[src/logic/drive_terminal_pkg.sv]
// Constants, register map and carrier types for the drive terminal signal logic.
// Assumes a single 25 MHz control clock and an APB master on the register side.
package drive_terminal_pkg;

  // Register byte offsets on APB.
  localparam logic [7:0] OFS_CTRL      = 8'h00;
  localparam logic [7:0] OFS_ASSIGN    = 8'h04;
  localparam logic [7:0] OFS_OUT_SEL   = 8'h08;
  localparam logic [7:0] OFS_START_F   = 8'h0c;
  localparam logic [7:0] OFS_STOP_F    = 8'h10;
  localparam logic [7:0] OFS_ARRIVAL   = 8'h14;
  localparam logic [7:0] OFS_DETECT    = 8'h18;
  localparam logic [7:0] OFS_UV_LEVEL  = 8'h1c;
  localparam logic [7:0] OFS_STATUS    = 8'h20;
  localparam logic [7:0] OFS_EXT_STAT  = 8'h24;

  // Control register field positions.
  localparam int CTRL_MODE_LSB   = 0;
  localparam int CTRL_F1_ANALOG  = 2;
  localparam int CTRL_BYPASS     = 3;

  // Input function codes.
  localparam logic [7:0] IN_SERIAL   = 8'h18;
  localparam logic [7:0] IN_CLEAR    = 8'h21;
  localparam logic [7:0] IN_FREEZE   = 8'h22;
  localparam logic [7:0] IN_FORWARD  = 8'h62;
  localparam logic [7:0] IN_BACKWARD = 8'h63;

  // Output signal codes and polarity offset.
  localparam logic [10:0] OUT_NEG_OFFSET = 11'h3e8;
  localparam logic [10:0] SIG_ALARM      = 11'h063;

  // Reset values; selectors default to running and alarm, active high.
  localparam logic [10:0] RST_TR_SEL    = 11'h000;
  localparam logic [10:0] RST_RELAY_SEL = 11'h063;
  localparam logic [7:0]  RST_ASSIGN_A  = 8'h62;
  localparam logic [7:0]  RST_ASSIGN_B  = 8'h63;
  localparam logic [3:0]  RST_MODE      = 4'h1;

  // Power-on settling time outside logic should mask, in ms.
  localparam int SETTLE_MS = 1500;

  typedef enum logic [1:0] {
    LOOP_OFF    = 2'h0,
    LOOP_NORMAL = 2'h1,
    LOOP_INVERS = 2'h2
  } loop_mode_e;

  // Status carrier from the motor core.
  typedef struct packed {
    logic [15:0] out_freq;
    logic [15:0] ref_freq;
    logic [15:0] bus_volt;
    logic        dc_braking;
    logic        uv_tripped;
    logic        any_trip;
  } core_stat_s;

  // Command carrier toward the motor core.
  typedef struct packed {
    logic run_fwd;
    logic run_rev;
    logic use_serial;
    logic loop_enable;
    logic loop_inverse;
    logic f1_invert;
    logic integ_clear;
    logic deriv_clear;
    logic integ_hold;
  } core_cmd_s;

endpackage : drive_terminal_pkg

[src/logic/drive_terminal_signal_logic.sv]
// Terminal command decode and programmable status outputs of a motor drive.
// Assumes terminal pins are asynchronous and the core status is on clk.
//
// The APB register port and the placing of the registers were chosen for this implementation.
`timescale 1ns/100ps
module drive_terminal_signal_logic
  import drive_terminal_pkg::*;
#(
  parameter int N_IN = 5
) (
  input  wire logic              clk,
  input  wire logic              arst_n,
  input  wire logic              psel,
  input  wire logic              penable,
  input  wire logic              pwrite,
  input  wire logic [7:0]        paddr,
  input  wire logic [31:0]       pwdata,
  output logic      [31:0]       prdata,
  output logic                   pready,
  output logic                   pslverr,
  input  wire logic [N_IN-1:0]   term_in,
  input  wire logic [31:0]       ext_status,
  input  wire core_stat_s        core_stat,
  output core_cmd_s              core_cmd,
  output logic                   transistor_out,
  output logic                   relay_coil
);

  // Refuse terminal counts outside 2 to 8; the 32-bit function-code write only sets codes for terminals 0 to 3.
  if (N_IN < 2 || N_IN > 8) begin : g_n_in_check
    $error("N_IN must be from 2 to 8");
  end

  typedef struct packed {
    logic [N_IN-1:0] sync1;
    logic [N_IN-1:0] sync2;
    logic [3:0]      ctrl;
    logic [N_IN*8-1:0] in_func;
    logic [7:0]      input_assign_a;
    logic [7:0]      input_assign_b;
    logic [10:0]     transistor_out_select;
    logic [10:0]     relay_out_select;
    logic [15:0]     start_freq;
    logic [15:0]     stop_freq;
    logic [15:0]     arrival_band_width;
    logic [15:0]     detect_level;
    logic [15:0]     detect_hysteresis;
    logic [15:0]     uv_level;
    logic            motor_active;
    logic            speed_reached_flag;
    logic            speed_threshold_flag;
    logic            bus_voltage_low_flag;
    logic            any_fault_out;
    core_cmd_s       cmd;
    logic            tr_pin;
    logic            relay_pin;
    logic [31:0]     rdata;
  } state_s;

  state_s st;
  state_s next_st;

  // Terminal-driven command levels after function decode.
  logic [N_IN-1:0] hit_serial;
  logic [N_IN-1:0] hit_clear;
  logic [N_IN-1:0] hit_freeze;
  logic [N_IN-1:0] hit_fwd;
  logic [N_IN-1:0] hit_rev;
  logic [N_IN-1:0] serial_assigned;

  // Each terminal reads only the second sync stage against its function code.
  genvar gi;
  generate
    for (gi = 0; gi < N_IN; gi++) begin : g_term
      wire [7:0] fcode = st.in_func[gi*8 +: 8];
      wire       lvl   = st.sync2[gi];
      assign serial_assigned[gi] = (fcode == IN_SERIAL);
      assign hit_serial[gi] = lvl && (fcode == IN_SERIAL);
      assign hit_clear[gi]  = lvl && (fcode == IN_CLEAR);
      assign hit_freeze[gi] = lvl && (fcode == IN_FREEZE);
      // Run functions count only on the terminals named by the two assigns.
      assign hit_fwd[gi] = lvl && (fcode == IN_FORWARD) &&
                           ((8'(gi) == st.input_assign_a) || (8'(gi) == st.input_assign_b));
      assign hit_rev[gi] = lvl && (fcode == IN_BACKWARD) &&
                           ((8'(gi) == st.input_assign_a) || (8'(gi) == st.input_assign_b));
    end
  endgenerate

  // Selects a status signal by code and applies the polarity offset.
  function automatic logic sel_out(input logic [10:0] code, input logic [31:0] sig_vec,
                                   input logic run, input logic reached, input logic above,
                                   input logic low_bus, input logic fault, input logic run2);
    logic [10:0] base;
    logic        neg;
    logic        v;
    neg  = (code >= OUT_NEG_OFFSET);
    base = neg ? 11'(code - OUT_NEG_OFFSET) : code;
    unique case (base)
      11'h000: v = run;
      11'h001: v = reached;
      11'h002: v = above;
      11'h003: v = low_bus;
      11'h023: v = run2;
      11'h057: v = reached && above;
      11'h063: v = fault;
      11'h005, 11'h006, 11'h007, 11'h01a, 11'h01e, 11'h024, 11'h025, 11'h026,
      11'h027, 11'h028, 11'h029, 11'h02a, 11'h02b, 11'h02c, 11'h031, 11'h038,
      11'h039, 11'h03b, 11'h054: v = sig_vec[base[4:0]];
      default: v = 1'b0;
    endcase
    return v ^ neg;
  endfunction : sel_out

  logic [16:0] diff;
  logic [15:0] drop_level;
  logic        run2;
  logic        serial_on;
  logic        run_block;
  logic        wr_en;
  logic        rd_en;
  logic        addr_ok;

  always_comb begin
    diff = (core_stat.out_freq >= core_stat.ref_freq)
           ? {1'b0, core_stat.out_freq - core_stat.ref_freq}
           : {1'b0, core_stat.ref_freq - core_stat.out_freq};
    drop_level = (st.detect_level > st.detect_hysteresis)
              ? 16'(st.detect_level - st.detect_hysteresis) : 16'h0000;
    run2 = core_stat.out_freq > st.start_freq;
    // No assigned terminal means the serial link always has priority.
    serial_on = (|serial_assigned) ? (|hit_serial) : 1'b1;
    run_block = st.bus_voltage_low_flag;
    wr_en = psel && penable && pwrite;
    rd_en = psel && !pwrite;
    addr_ok = (paddr[1:0] == 2'b00) && (paddr <= OFS_EXT_STAT);
  end

  // Next-state: synchronisers, registers, status flags, commands and pins.
  always_comb begin
    next_st = st;
    next_st.sync1 = term_in;
    next_st.sync2 = st.sync1;

    if (wr_en) begin
      unique case (paddr)
        OFS_CTRL:    next_st.ctrl = pwdata[3:0];
        OFS_ASSIGN: begin
          next_st.input_assign_a = pwdata[7:0];
          next_st.input_assign_b = pwdata[15:8];
        end
        OFS_OUT_SEL: begin
          next_st.transistor_out_select = pwdata[10:0];
          next_st.relay_out_select      = pwdata[26:16];
        end
        OFS_START_F: next_st.start_freq = pwdata[15:0];
        OFS_STOP_F:  next_st.stop_freq  = pwdata[15:0];
        OFS_ARRIVAL: next_st.arrival_band_width = pwdata[15:0];
        OFS_DETECT: begin
          next_st.detect_level      = pwdata[15:0];
          next_st.detect_hysteresis = pwdata[31:16];
        end
        OFS_UV_LEVEL: next_st.uv_level = pwdata[15:0];
        OFS_STATUS:   next_st.in_func = (N_IN*8)'(pwdata);
        default: ;
      endcase
    end

    // Running flag with start/stop hysteresis, forced off while braking.
    if (core_stat.dc_braking) begin
      next_st.motor_active = 1'b0;
    end else if (core_stat.out_freq > st.start_freq) begin
      next_st.motor_active = 1'b1;
    end else if (core_stat.out_freq < st.stop_freq) begin
      next_st.motor_active = 1'b0;
    end

    next_st.speed_reached_flag = (diff <= {1'b0, st.arrival_band_width});

    if (core_stat.out_freq > st.detect_level) begin
      next_st.speed_threshold_flag = 1'b1;
    end else if (core_stat.out_freq < drop_level) begin
      next_st.speed_threshold_flag = 1'b0;
    end

    // Low bus flag follows the level, and holds while the trip persists.
    if (core_stat.uv_tripped) begin
      next_st.bus_voltage_low_flag = 1'b1;
    end else if (core_stat.bus_volt < st.uv_level) begin
      next_st.bus_voltage_low_flag = 1'b1;
    end else begin
      next_st.bus_voltage_low_flag = 1'b0;
    end

    next_st.any_fault_out = core_stat.any_trip;

    // Commands toward the motor core.
    next_st.cmd.run_fwd    = (|hit_fwd) && !run_block;
    next_st.cmd.run_rev    = (|hit_rev) && !run_block;
    next_st.cmd.use_serial = serial_on;
    next_st.cmd.loop_enable = (st.ctrl[1:0] != LOOP_OFF) && !st.ctrl[CTRL_BYPASS];
    next_st.cmd.loop_inverse = (st.ctrl[1:0] == LOOP_NORMAL) ? st.ctrl[CTRL_F1_ANALOG]
                             : !st.ctrl[CTRL_F1_ANALOG];
    next_st.cmd.f1_invert  = st.ctrl[CTRL_F1_ANALOG] && (st.ctrl[1:0] == LOOP_OFF);
    next_st.cmd.integ_clear = |hit_clear;
    next_st.cmd.deriv_clear = |hit_clear;
    next_st.cmd.integ_hold  = |hit_freeze;

    // Registered pins; relay coil energises on an active selected signal.
    next_st.tr_pin = sel_out(st.transistor_out_select, ext_status, st.motor_active,
                             st.speed_reached_flag, st.speed_threshold_flag,
                             st.bus_voltage_low_flag, st.any_fault_out, run2);
    next_st.relay_pin = sel_out(st.relay_out_select, ext_status, st.motor_active,
                                st.speed_reached_flag, st.speed_threshold_flag,
                                st.bus_voltage_low_flag, st.any_fault_out, run2);

    next_st.rdata = 32'h0000_0000;
    if (rd_en) begin
      unique case (paddr)
        OFS_CTRL:     next_st.rdata = {28'h0, st.ctrl};
        OFS_ASSIGN:   next_st.rdata = {16'h0, st.input_assign_b, st.input_assign_a};
        OFS_OUT_SEL:  next_st.rdata = {5'h0, st.relay_out_select, 5'h0,
                                       st.transistor_out_select};
        OFS_START_F:  next_st.rdata = {16'h0, st.start_freq};
        OFS_STOP_F:   next_st.rdata = {16'h0, st.stop_freq};
        OFS_ARRIVAL:  next_st.rdata = {16'h0, st.arrival_band_width};
        OFS_DETECT:   next_st.rdata = {st.detect_hysteresis, st.detect_level};
        OFS_UV_LEVEL: next_st.rdata = {16'h0, st.uv_level};
        OFS_STATUS:   next_st.rdata = 32'({st.relay_pin, st.tr_pin, st.any_fault_out,
                                           st.bus_voltage_low_flag, st.speed_threshold_flag,
                                           st.speed_reached_flag, st.motor_active});
        OFS_EXT_STAT: next_st.rdata = 32'(st.in_func);
        default: ;
      endcase
    end
  end

  // State register; selectors reset to active-high codes.
  always_ff @(posedge clk or negedge arst_n) begin
    if (!arst_n) begin
      st <= '0;
      st.ctrl <= RST_MODE;
      st.input_assign_a <= RST_ASSIGN_A;
      st.input_assign_b <= RST_ASSIGN_B;
      st.transistor_out_select <= RST_TR_SEL;
      st.relay_out_select <= RST_RELAY_SEL;
    end else begin
      st <= next_st;
    end
  end

  // APB answer: one wait-free access; unmapped or misaligned gives an error.
  assign pready  = 1'b1;
  assign pslverr = psel && penable && !addr_ok;
  assign prdata  = st.rdata;
  assign core_cmd = st.cmd;
  assign transistor_out = st.tr_pin;
  assign relay_coil = st.relay_pin;
endmodule : drive_terminal_signal_logic

[config.mk]
export PLATFORM = sky130hd
export DESIGN_NAME = drive_terminal_signal_logic
export DESIGN_NICKNAME = d
export VERILOG_FILES = /design/src/logic/drive_terminal_pkg.sv /design/src/logic/drive_terminal_signal_logic.sv
export SDC_FILE = /design/constraint.sdc
export NUM_CORES = 1
export LEC_CHECK = 0
export BUFFER_PORTS_ARGS = -buffer_cell sky130_fd_sc_hd__buf_2
export CORE_AREA = 2 2 175 177
export CTS_BUF_LIST = sky130_fd_sc_hd__clkbuf_8 sky130_fd_sc_hd__clkbuf_16
export CTS_CLUSTER_DIAMETER = 30
export DETAILED_ROUTE_END_ITERATION = 7
export DIE_AREA = 0 0 177 179
export PLACE_DENSITY_LB_ADDON = 0.12
export SKIP_LAST_GASP = 1
export SLEW_MARGIN = 10
export SYNTH_ARGS = -nofsm -noshare
export SYNTH_HDL_FRONTEND = slang
export SYNTH_SLANG_ARGS = --single-unit
[constraint.sdc]
create_clock -name clk -period 7.9 [get_ports clk]
set_input_delay 1.58 -clock clk [delete_from_list [all_inputs] [get_ports clk]]
set_output_delay 1.58 -clock clk [all_outputs]
set_load 0.005 [all_outputs]
Yosys cells after proc, flatten, opt, wreduce, memory -nomap -nowiden --
Index checks and enable logic that the tools add are counted.
Storage, ports and cells: register bits after elaboration 225, input bits 133, word-level logic and storage cells 231
Operators by class: add/sub/neg operators 5, $lt $le $gt $ge 13, eq/ne operators 86, muxes and demuxes 21, bitwise gates (word level) 2, reduce and logical (&&, ||, !) cells 74
Operators by type and width (number):
- $pmux 32 s10 | 1
- $eq 11x6->1 const B | 28
- $eq 8x6->1 const B | 10
- $eq 11x3->1 const B | 6
- $eq 11x7->1 const B | 6
- $eq 8x5->1 const B | 8
- $eq 8x7->1 const B | 8
- $gt 16x16->1 | 3
- $lt 16x16->1 | 3
- $sub 16x16->16 | 3
- $eq 11x2->1 const B | 4
- $eq 11x5->1 const B | 4
- $logic_and 1x1->1 | 38
- $reduce_or 19->1 | 2
- $eq 2x8->1 const A | 4
- $mux 16 | 2
- $mux 32 | 1
- $logic_not 8->1 | 3
- $reduce_or 4->1 | 6
- $eq 11x1->1 const B | 2
- $ge 11x10->1 const B | 2
- $logic_not 11->1 | 2
- $mux 11 | 2
- $sub 11x10->11 const B | 2
- 18 further kinds | 51

Logic depth before layout (Yosys ltp) --
Gate-level depths: netlist of run 1.
word-level depth 6, mapped depth 23, depth with buffers taken out 22

Least setup slack after synthesis of run 1 --
Ideal clock, no wire load.
path kind in2reg, from input port core_stat[24] in the netlist's numbering, to register st[46] in the netlist's numbering, library setup time 110 ps, arrival 5171 ps, data required time 7790 ps, slack 2619 ps, stages on the path 21, buffers on the path 2, path through inv_1 ha_1 clkbuf_1 a21o_1 a211o_1 o21ai_1 a21oi_1 o41ai_2 clkbuf_1 mux2i_1 xnor2_1 ha_1 a21oi_1 o22ai_1 o21a_1 o21a_1 o21ai_0 nand2b_1 a21oi_1 o211ai_1 o41ai_1
RTL lines:
- start: declaration | RTL line drive_terminal_signal_logic.sv:23 | input wire core_stat_s core_stat,
- end signal: assignment | RTL line drive_terminal_signal_logic.sv:247 | st <= next_st;
- end: declaration | RTL line drive_terminal_signal_logic.sv:60 | state_s st;

==> results of run 1 <==
[layout make-up]
type                            instances  area (µm²)
Clock buffer                           56        1350
Clock inverter                         39         547
Fill cell                            2596       11700
Inverter                              147         552
Multi-Input combinational cell       1154        8800
Sequential cell                       225        5650
Tap cell                              396         495
Timing Repair Buffer                  187         976
[Yosys cell counts, types with 15 or more instances]
cell	count
dfrtp_1	213
nand2_1	156
inv_1	147
ha_1	142
o21ai_0	121
mux2_2	107
nor2_1	81
a21oi_1	69
clkbuf_1	67
buf_4	43
a21o_1	42
nand4_1	30
mux2i_1	29
nor3_1	22
a222oi_1	21
nand3_1	20
mux4_2	19
a22oi_1	17
nand2b_1	17
a221oi_1	16
a31oi_1	15
xnor2_1	15
xor2_1	15
[state kept, by name, indices dropped and copies added, names as in the netlist, 4 cells and up]
name	count
g_term.fcode	32
prdata	32
st	142
g_term.lvl	4
core_cmd	8
next_st	4
[metrics by stage]
stage	cell area (µm²)	worst slack (ns)
after global placement	16500	1.97
after global routing	18400	1.96
after detailed placement	16500	1.79
after CTS	18400	2.32
after floorplan	15600	2.62
final	18400	2.29
[cells by family after synthesis]
family	after synthesis
AO/OA/AOI/OAI	419
AND/OR/NAND/NOR	403
buffers and inverters	265
flip-flops	225
multiplexers	156
adder cells (fa/ha/maj)	145
XOR/XNOR	30
other	1
[metal layers]
metal / routed length, µm / vias to the layer above
met3: 3200 / 117
met5: 0 / -
met4: 1790 / 0
met2: 22600 / 538
li1: - / 6200
met1: 19800 / 6562
[path summary, 6_finish.rpt]
kind                                              from                       to  slack (ns)
min in group asynchronous                       arst_n     prdata[27]$_DFF_PN0_        1.10
worst max-delay path                     core_stat[35]         st[46]$_DFF_PN0_        2.29
max in group asynchronous                       arst_n      prdata[4]$_DFF_PN0_        5.36
worst min-delay path            next_st[227]$_DFF_PN0_  g_term[1].lvl$_DFF_PN0_        0.35
worst min register to register  next_st[227]$_DFF_PN0_  g_term[1].lvl$_DFF_PN0_        0.35
worst max register to register      st[80]$_DFFE_PN0P_       st[45]$_DFFE_PN0P_        3.56
[power groups by stage]
stage | clock [mW] | combinational [mW] | sequential, mW
floorplan | 0 | 0.360 | 1.21
global placement | 0 | 0.517 | 1.23
detailed placement | 0 | 0.531 | 1.23
global route | 2.38 | 0.605 | 1.22
finish | 2.29 | 0.537 | 1.22
CTS | 2.30 | 0.536 | 1.21
==> impl_metrics.toml, run 1 <==
[outcome]
status = "finished clean"

[pwr]
power_density_nw_per_um2 = 220
leakage_nw = 8.93
power_frac_clock_pct = 56.7
p_comb_share_pct = 13.3
cellInternalPower_mw = 2.97
switchingPower_mw = 1.07
vdd_ir_drop_max_uv = 202
p_seq_share_pct = 30.0
swShare_pct = 26.4
p_total_mw = 4.04

[synth]
ys_seq_area_share_pct = 36.2
ys.flop_type = "dfrtp_1"
synthTopCellsByArea = "dfrtp_1, ha_1, mux2_2"
yosysTopAreaCell = "dfrtp_1"
syn_inst = 1644
synth_xor_area_share_pct = 1.69
netlist.area_leader.share_pct = 34.2
ys_seq_elements = 225
synth_nets = 1922
yosys_warnings = 0
synthAdderAreaFrac_pct = 11.8
synth_top_family_by_area = "compound AO/OA/AOI/OAI gates"
syn_area_per_cell_um2 = 9.48
synth_area_um2 = 15600
synth_edf_count = 0
synthMuxAreaShare_pct = 12.4
synthArstFlopShare_pct = 100
synth_compound_area_share_pct = 17.9
yosys.area_share.simple_pct = 12.5
synthDistinctLibCells = 79

[worst_setup_path]
critical_path_arrival_ns = 6.02
path_buf_inv = 4
criticalPathCategory = "in -> reg"
endpoint_kind = "register"
cp-start-kind = "primary input"
worst_path_max_delay_cell = "o41ai_4"
cp_slowest_stage_delay_ns = 0.74
critPathTopFamily = "compound AO/OA/AOI/OAI gates"
cp_common_cell = "a21oi_1"
cp.required_ns = 8.31
path_cells = "buf_2 -> inv_1 -> ha_1 -> inv_1 -> fa_1 -> nand3_1 -> a21oi_1 -> o21ai_1 -> a21oi_1 -> o41ai_4 -> buf_4 -> mux2i_1 -> xnor2_1 -> ha_1 -> a21oi_1 -> o22ai_1 -> o21a_1 -> o21a_1 -> o21ai_0 -> nand2b_1 -> a21oi_1 -> o211ai_1 -> o41ai_1"
cp_max_fo = 16
r2r_cells = 21
cp.depth = 23

[global_routing]
first_global_vias = 13000
overflow = 0
grt_max_degree = 124
busiest_layer = "met2"
antenna_found_initial = 0
grtUsageMet1_pct = 38.8
use_met2_pct = 49.4
grtUsageTotal_pct = 29.7
grt_first_pass_wirelength_um = 72200
met3_usage_pct = 4.75

[floorplanning]
ioPinCount = 178
num_rows = 64
initial_core_util_pct = 51.9
die_w_um = 177
die-area_um2 = 31700
die_h_um = 179
core_area_um2 = 30000

[timing]
slew_headroom_pct = 23.2
rsz0062_at_grt = "false"
final.setup_skew_ns = 0.0457
setup_violations = 0
timing.hold.ws_ns = 0.345
max_freq_ghz = 0.178
tightest_slew_ns = 1.15
tns_ns = 0
fin_crit_sh_pct = 71.0
slew_viol_final = 0
hold_viol_final = 0
finalCriticalPeriod_ns = 5.61

[cts]
post_cts_buffers = 0
cts_root_buf = "clkbuf_16"
holdBufCountCts = 0
h-tree-depth = 2
path_clk_slew_ns = 0.05
cts_tree = "built"
cts_buffer_depth = 3
cts_buffers = 51
clk_latency_ns = 0.57
ctsResizeCount = 0
cts.sinks = 225

[routing]
dr_total_vias = 13400
drc_errors = 0
antenna_left = 0
first_pass_iters = 6
viasPerCell = 6.09
wl_um = 47400
routedWlPerCell_um = 21.5
drt_first_iter_violations = 1165

[layout]
final_core_util_pct = 61.1
layout.nets = 2044
area.growth.synth_to_final_pct = 17.8
layout_commonest_cell = "dfrtp_1"
antenna_cells = 0
layout-drive-gt1-share_pct = 23.9
final_cell_mix = "dfrtp_1, buf_2, nand2_1, inv_1, ha_1"
instances_no_fill = 2204

[place]
dp_cells = 2109
hpwl_um = 35100
place.gp.congestion = 0.913
portBuffers = 175

[worst_hold_path]
hold_path_class = "reg -> reg"
hold_depth = 0

[flow_run]
cap_violations = 0
(Power assumes the default switching activity.)
==> run 2: changes to the inputs <==
==> constraint.sdc (replaced) <==
create_clock -name clk -period 4.8 [get_ports clk]
set_input_delay 0.96 -clock clk [delete_from_list [all_inputs] [get_ports clk]]
set_output_delay 0.96 -clock clk [all_outputs]
set_load 0.005 [all_outputs]
==> impl_metrics.toml, run 2 (synthesized netlist as in run 1, its figures left out) <==
[floorplanning]
core_area_um2 = 30000
num_rows = 64
ioPinCount = 178
die_w_um = 177
die_h_um = 179
initial_core_util_pct = 51.9
die-area_um2 = 31700

[timing]
max_freq_ghz = 0.238
hold_viol_final = 0
tightest_slew_ns = 0.963
rsz0062_at_grt = "false"
final.setup_skew_ns = 0.0323
setup_violations = 0
slew_headroom_pct = 35.8
tns_ns = 0
fin_crit_sh_pct = 87.5
finalCriticalPeriod_ns = 4.20
slew_viol_final = 0
worst_slack_ns = 0.602

[layout]
top_register = "st"
multi_input_area_um2 = 8790
antenna_cells = 0
final_cell_mix = "dfrtp_1, buf_2, nand2_1, inv_1, ha_1"
area.growth.synth_to_final_pct = 20.0
layout.nets = 2083
ff_latch_area_um2 = 5650
layout_commonest_cell = "dfrtp_1"
layout-drive-gt1-share_pct = 25.8
largest_reg_flops = 142
nFillCells = 2599

[place]
hpwl_um = 36100
portBuffers = 175
place.gp.congestion = 0.941
pre_cts_ws_ns = 0.107

[pwr]
swShare_pct = 26.4
p_seq_share_pct = 29.5
switchingPower_mw = 1.78
leakage_nw = 9.15
power_frac_clock_pct = 56.9
power_density_nw_per_um2 = 362
p_comb_share_pct = 13.6
vdd_ir_drop_max_uv = 287
cellInternalPower_mw = 4.98

[worst_setup_path]
path_buf_inv = 2
r2r_cells = 21
cp_slowest_stage_delay_ns = 0.48
cp_max_fo = 15
path_cells = "inv_1 -> ha_1 -> inv_1 -> fa_1 -> a21o_1 -> a21oi_1 -> o21ai_0 -> o211ai_1 -> a211o_1 -> a21boi_0 -> o21a_1 -> nand3b_1 -> ha_1 -> nand4_1 -> nor3_1 -> nand2_1 -> nor3_1 -> o21ai_0 -> nand2_1 -> a21oi_1 -> o211ai_1"
critical_path_arrival_ns = 4.67
criticalPathCategory = "reg -> reg"
endpoint_kind = "register"
worst_path_max_delay_cell = "dfrtp_1"
cp-start-kind = "register"
cp.required_ns = 5.27
cp.depth = 21
critPathTopFamily = "compound AO/OA/AOI/OAI gates"

[routing]
routedWlPerCell_um = 21.5
viasPerCell = 6.03
first_pass_iters = 7
wl_um = 48300
drc_errors = 0
drt_first_iter_violations = 1074
antenna_left = 0
dr_total_vias = 13600

[cts]
cts_root_buf = "clkbuf_16"
cts_tree = "built"
post_cts_buffers = 0
cts.sinks = 225
h-tree-depth = 2
clk_latency_ns = 0.57
path_clk_slew_ns = 0.05
ctsResizeCount = 0
holdBufCountCts = 0
cts_buffers = 53
cts_buffer_depth = 3

[global_routing]
first_global_vias = 13400
grt_max_degree = 120
antenna_found_initial = 0
overflow = 0
grt_first_pass_wirelength_um = 74300
grtUsageTotal_pct = 30.6

[outcome]
status = "finished clean"

[worst_hold_path]
hold_depth = 0
hold_path_class = "reg -> reg"

[flow_run]
cap_violations = 0
-- run 2: cell types whose count changed in the layout (fill, tap and decap cells not counted), moves of 2 or more --
cell	previous run	this run
clkbuf_16	51	54
inv_1	150	148
clkinvlp_4	8	5
bufinv_16	10	8
buf_4	12	49
clkbuf_8	5	9
clkinv_4	4	8
clkinv_2	6	9
-- run 2: worst paths after layout --
path	startpoint	endpoint	slack, ns
worst max-delay path	st[80]$_DFFE_PN0P_	st[45]$_DFFE_PN0P_	0.60
max in group asynchronous	arst_n	st[166]$_DFFE_PN1P_	3.19
min in group asynchronous	arst_n	prdata[25]$_DFF_PN0_	0.46
worst max register to register	st[80]$_DFFE_PN0P_	st[45]$_DFFE_PN0P_	0.60
worst min-delay path	next_st[227]$_DFF_PN0_	g_term[1].lvl$_DFF_PN0_	0.36
worst min register to register	next_st[227]$_DFF_PN0_	g_term[1].lvl$_DFF_PN0_	0.36
-- run 2: power by group through the flow --
stage	logic, mW	clock network, mW	registers, mW
2_1_floorplan	0.593	0	1.99
3_3_place_gp	0.887	0	2.02
3_5_place_dp	0.912	0	2.02
4_1_cts	0.920	3.88	2.00
5_1_grt	1.04	3.98	2.00
6_report	0.918	3.85	2.00
-- run 2: per-layer routing --
metal / up-vias / part of all wire (%) / track usage, %
li1: 6270 / - / -
met1: 6653 / 41 / 38.8
met2: 487 / 47 / 50.5
met3: 142 / 6.6 / 5.85
met4: 0 / 4.7 / 14.4
met5: - / 0 / 0
-- run 2: stage by stage --
stage	area (µm²)	total power, mW	cells	hold WS (ns)	util, %
detailed placement	16700	2.94	2146	0.350	55.7
CTS	18700	6.80	2246	0.362	62.3
global route	18700	7.02	2246	0.371	62.3
finish	18700	6.77	2246	0.360	62.3
floorplan	15600	2.58	1644	0.331	-
global placement	16700	2.91	2146	0.339	55.7
-- run 2: layout make-up --
cell class | count | share of cell area [%]
multi-input combinational | 1154 | 47.0
tap | 396 | 2.65
sequential | 225 | 30.2
clock buffer | 63 | 7.89
timing repair buffer | 224 | 6.70
clock inverter | 37 | 2.63
inverter | 147 | 2.95
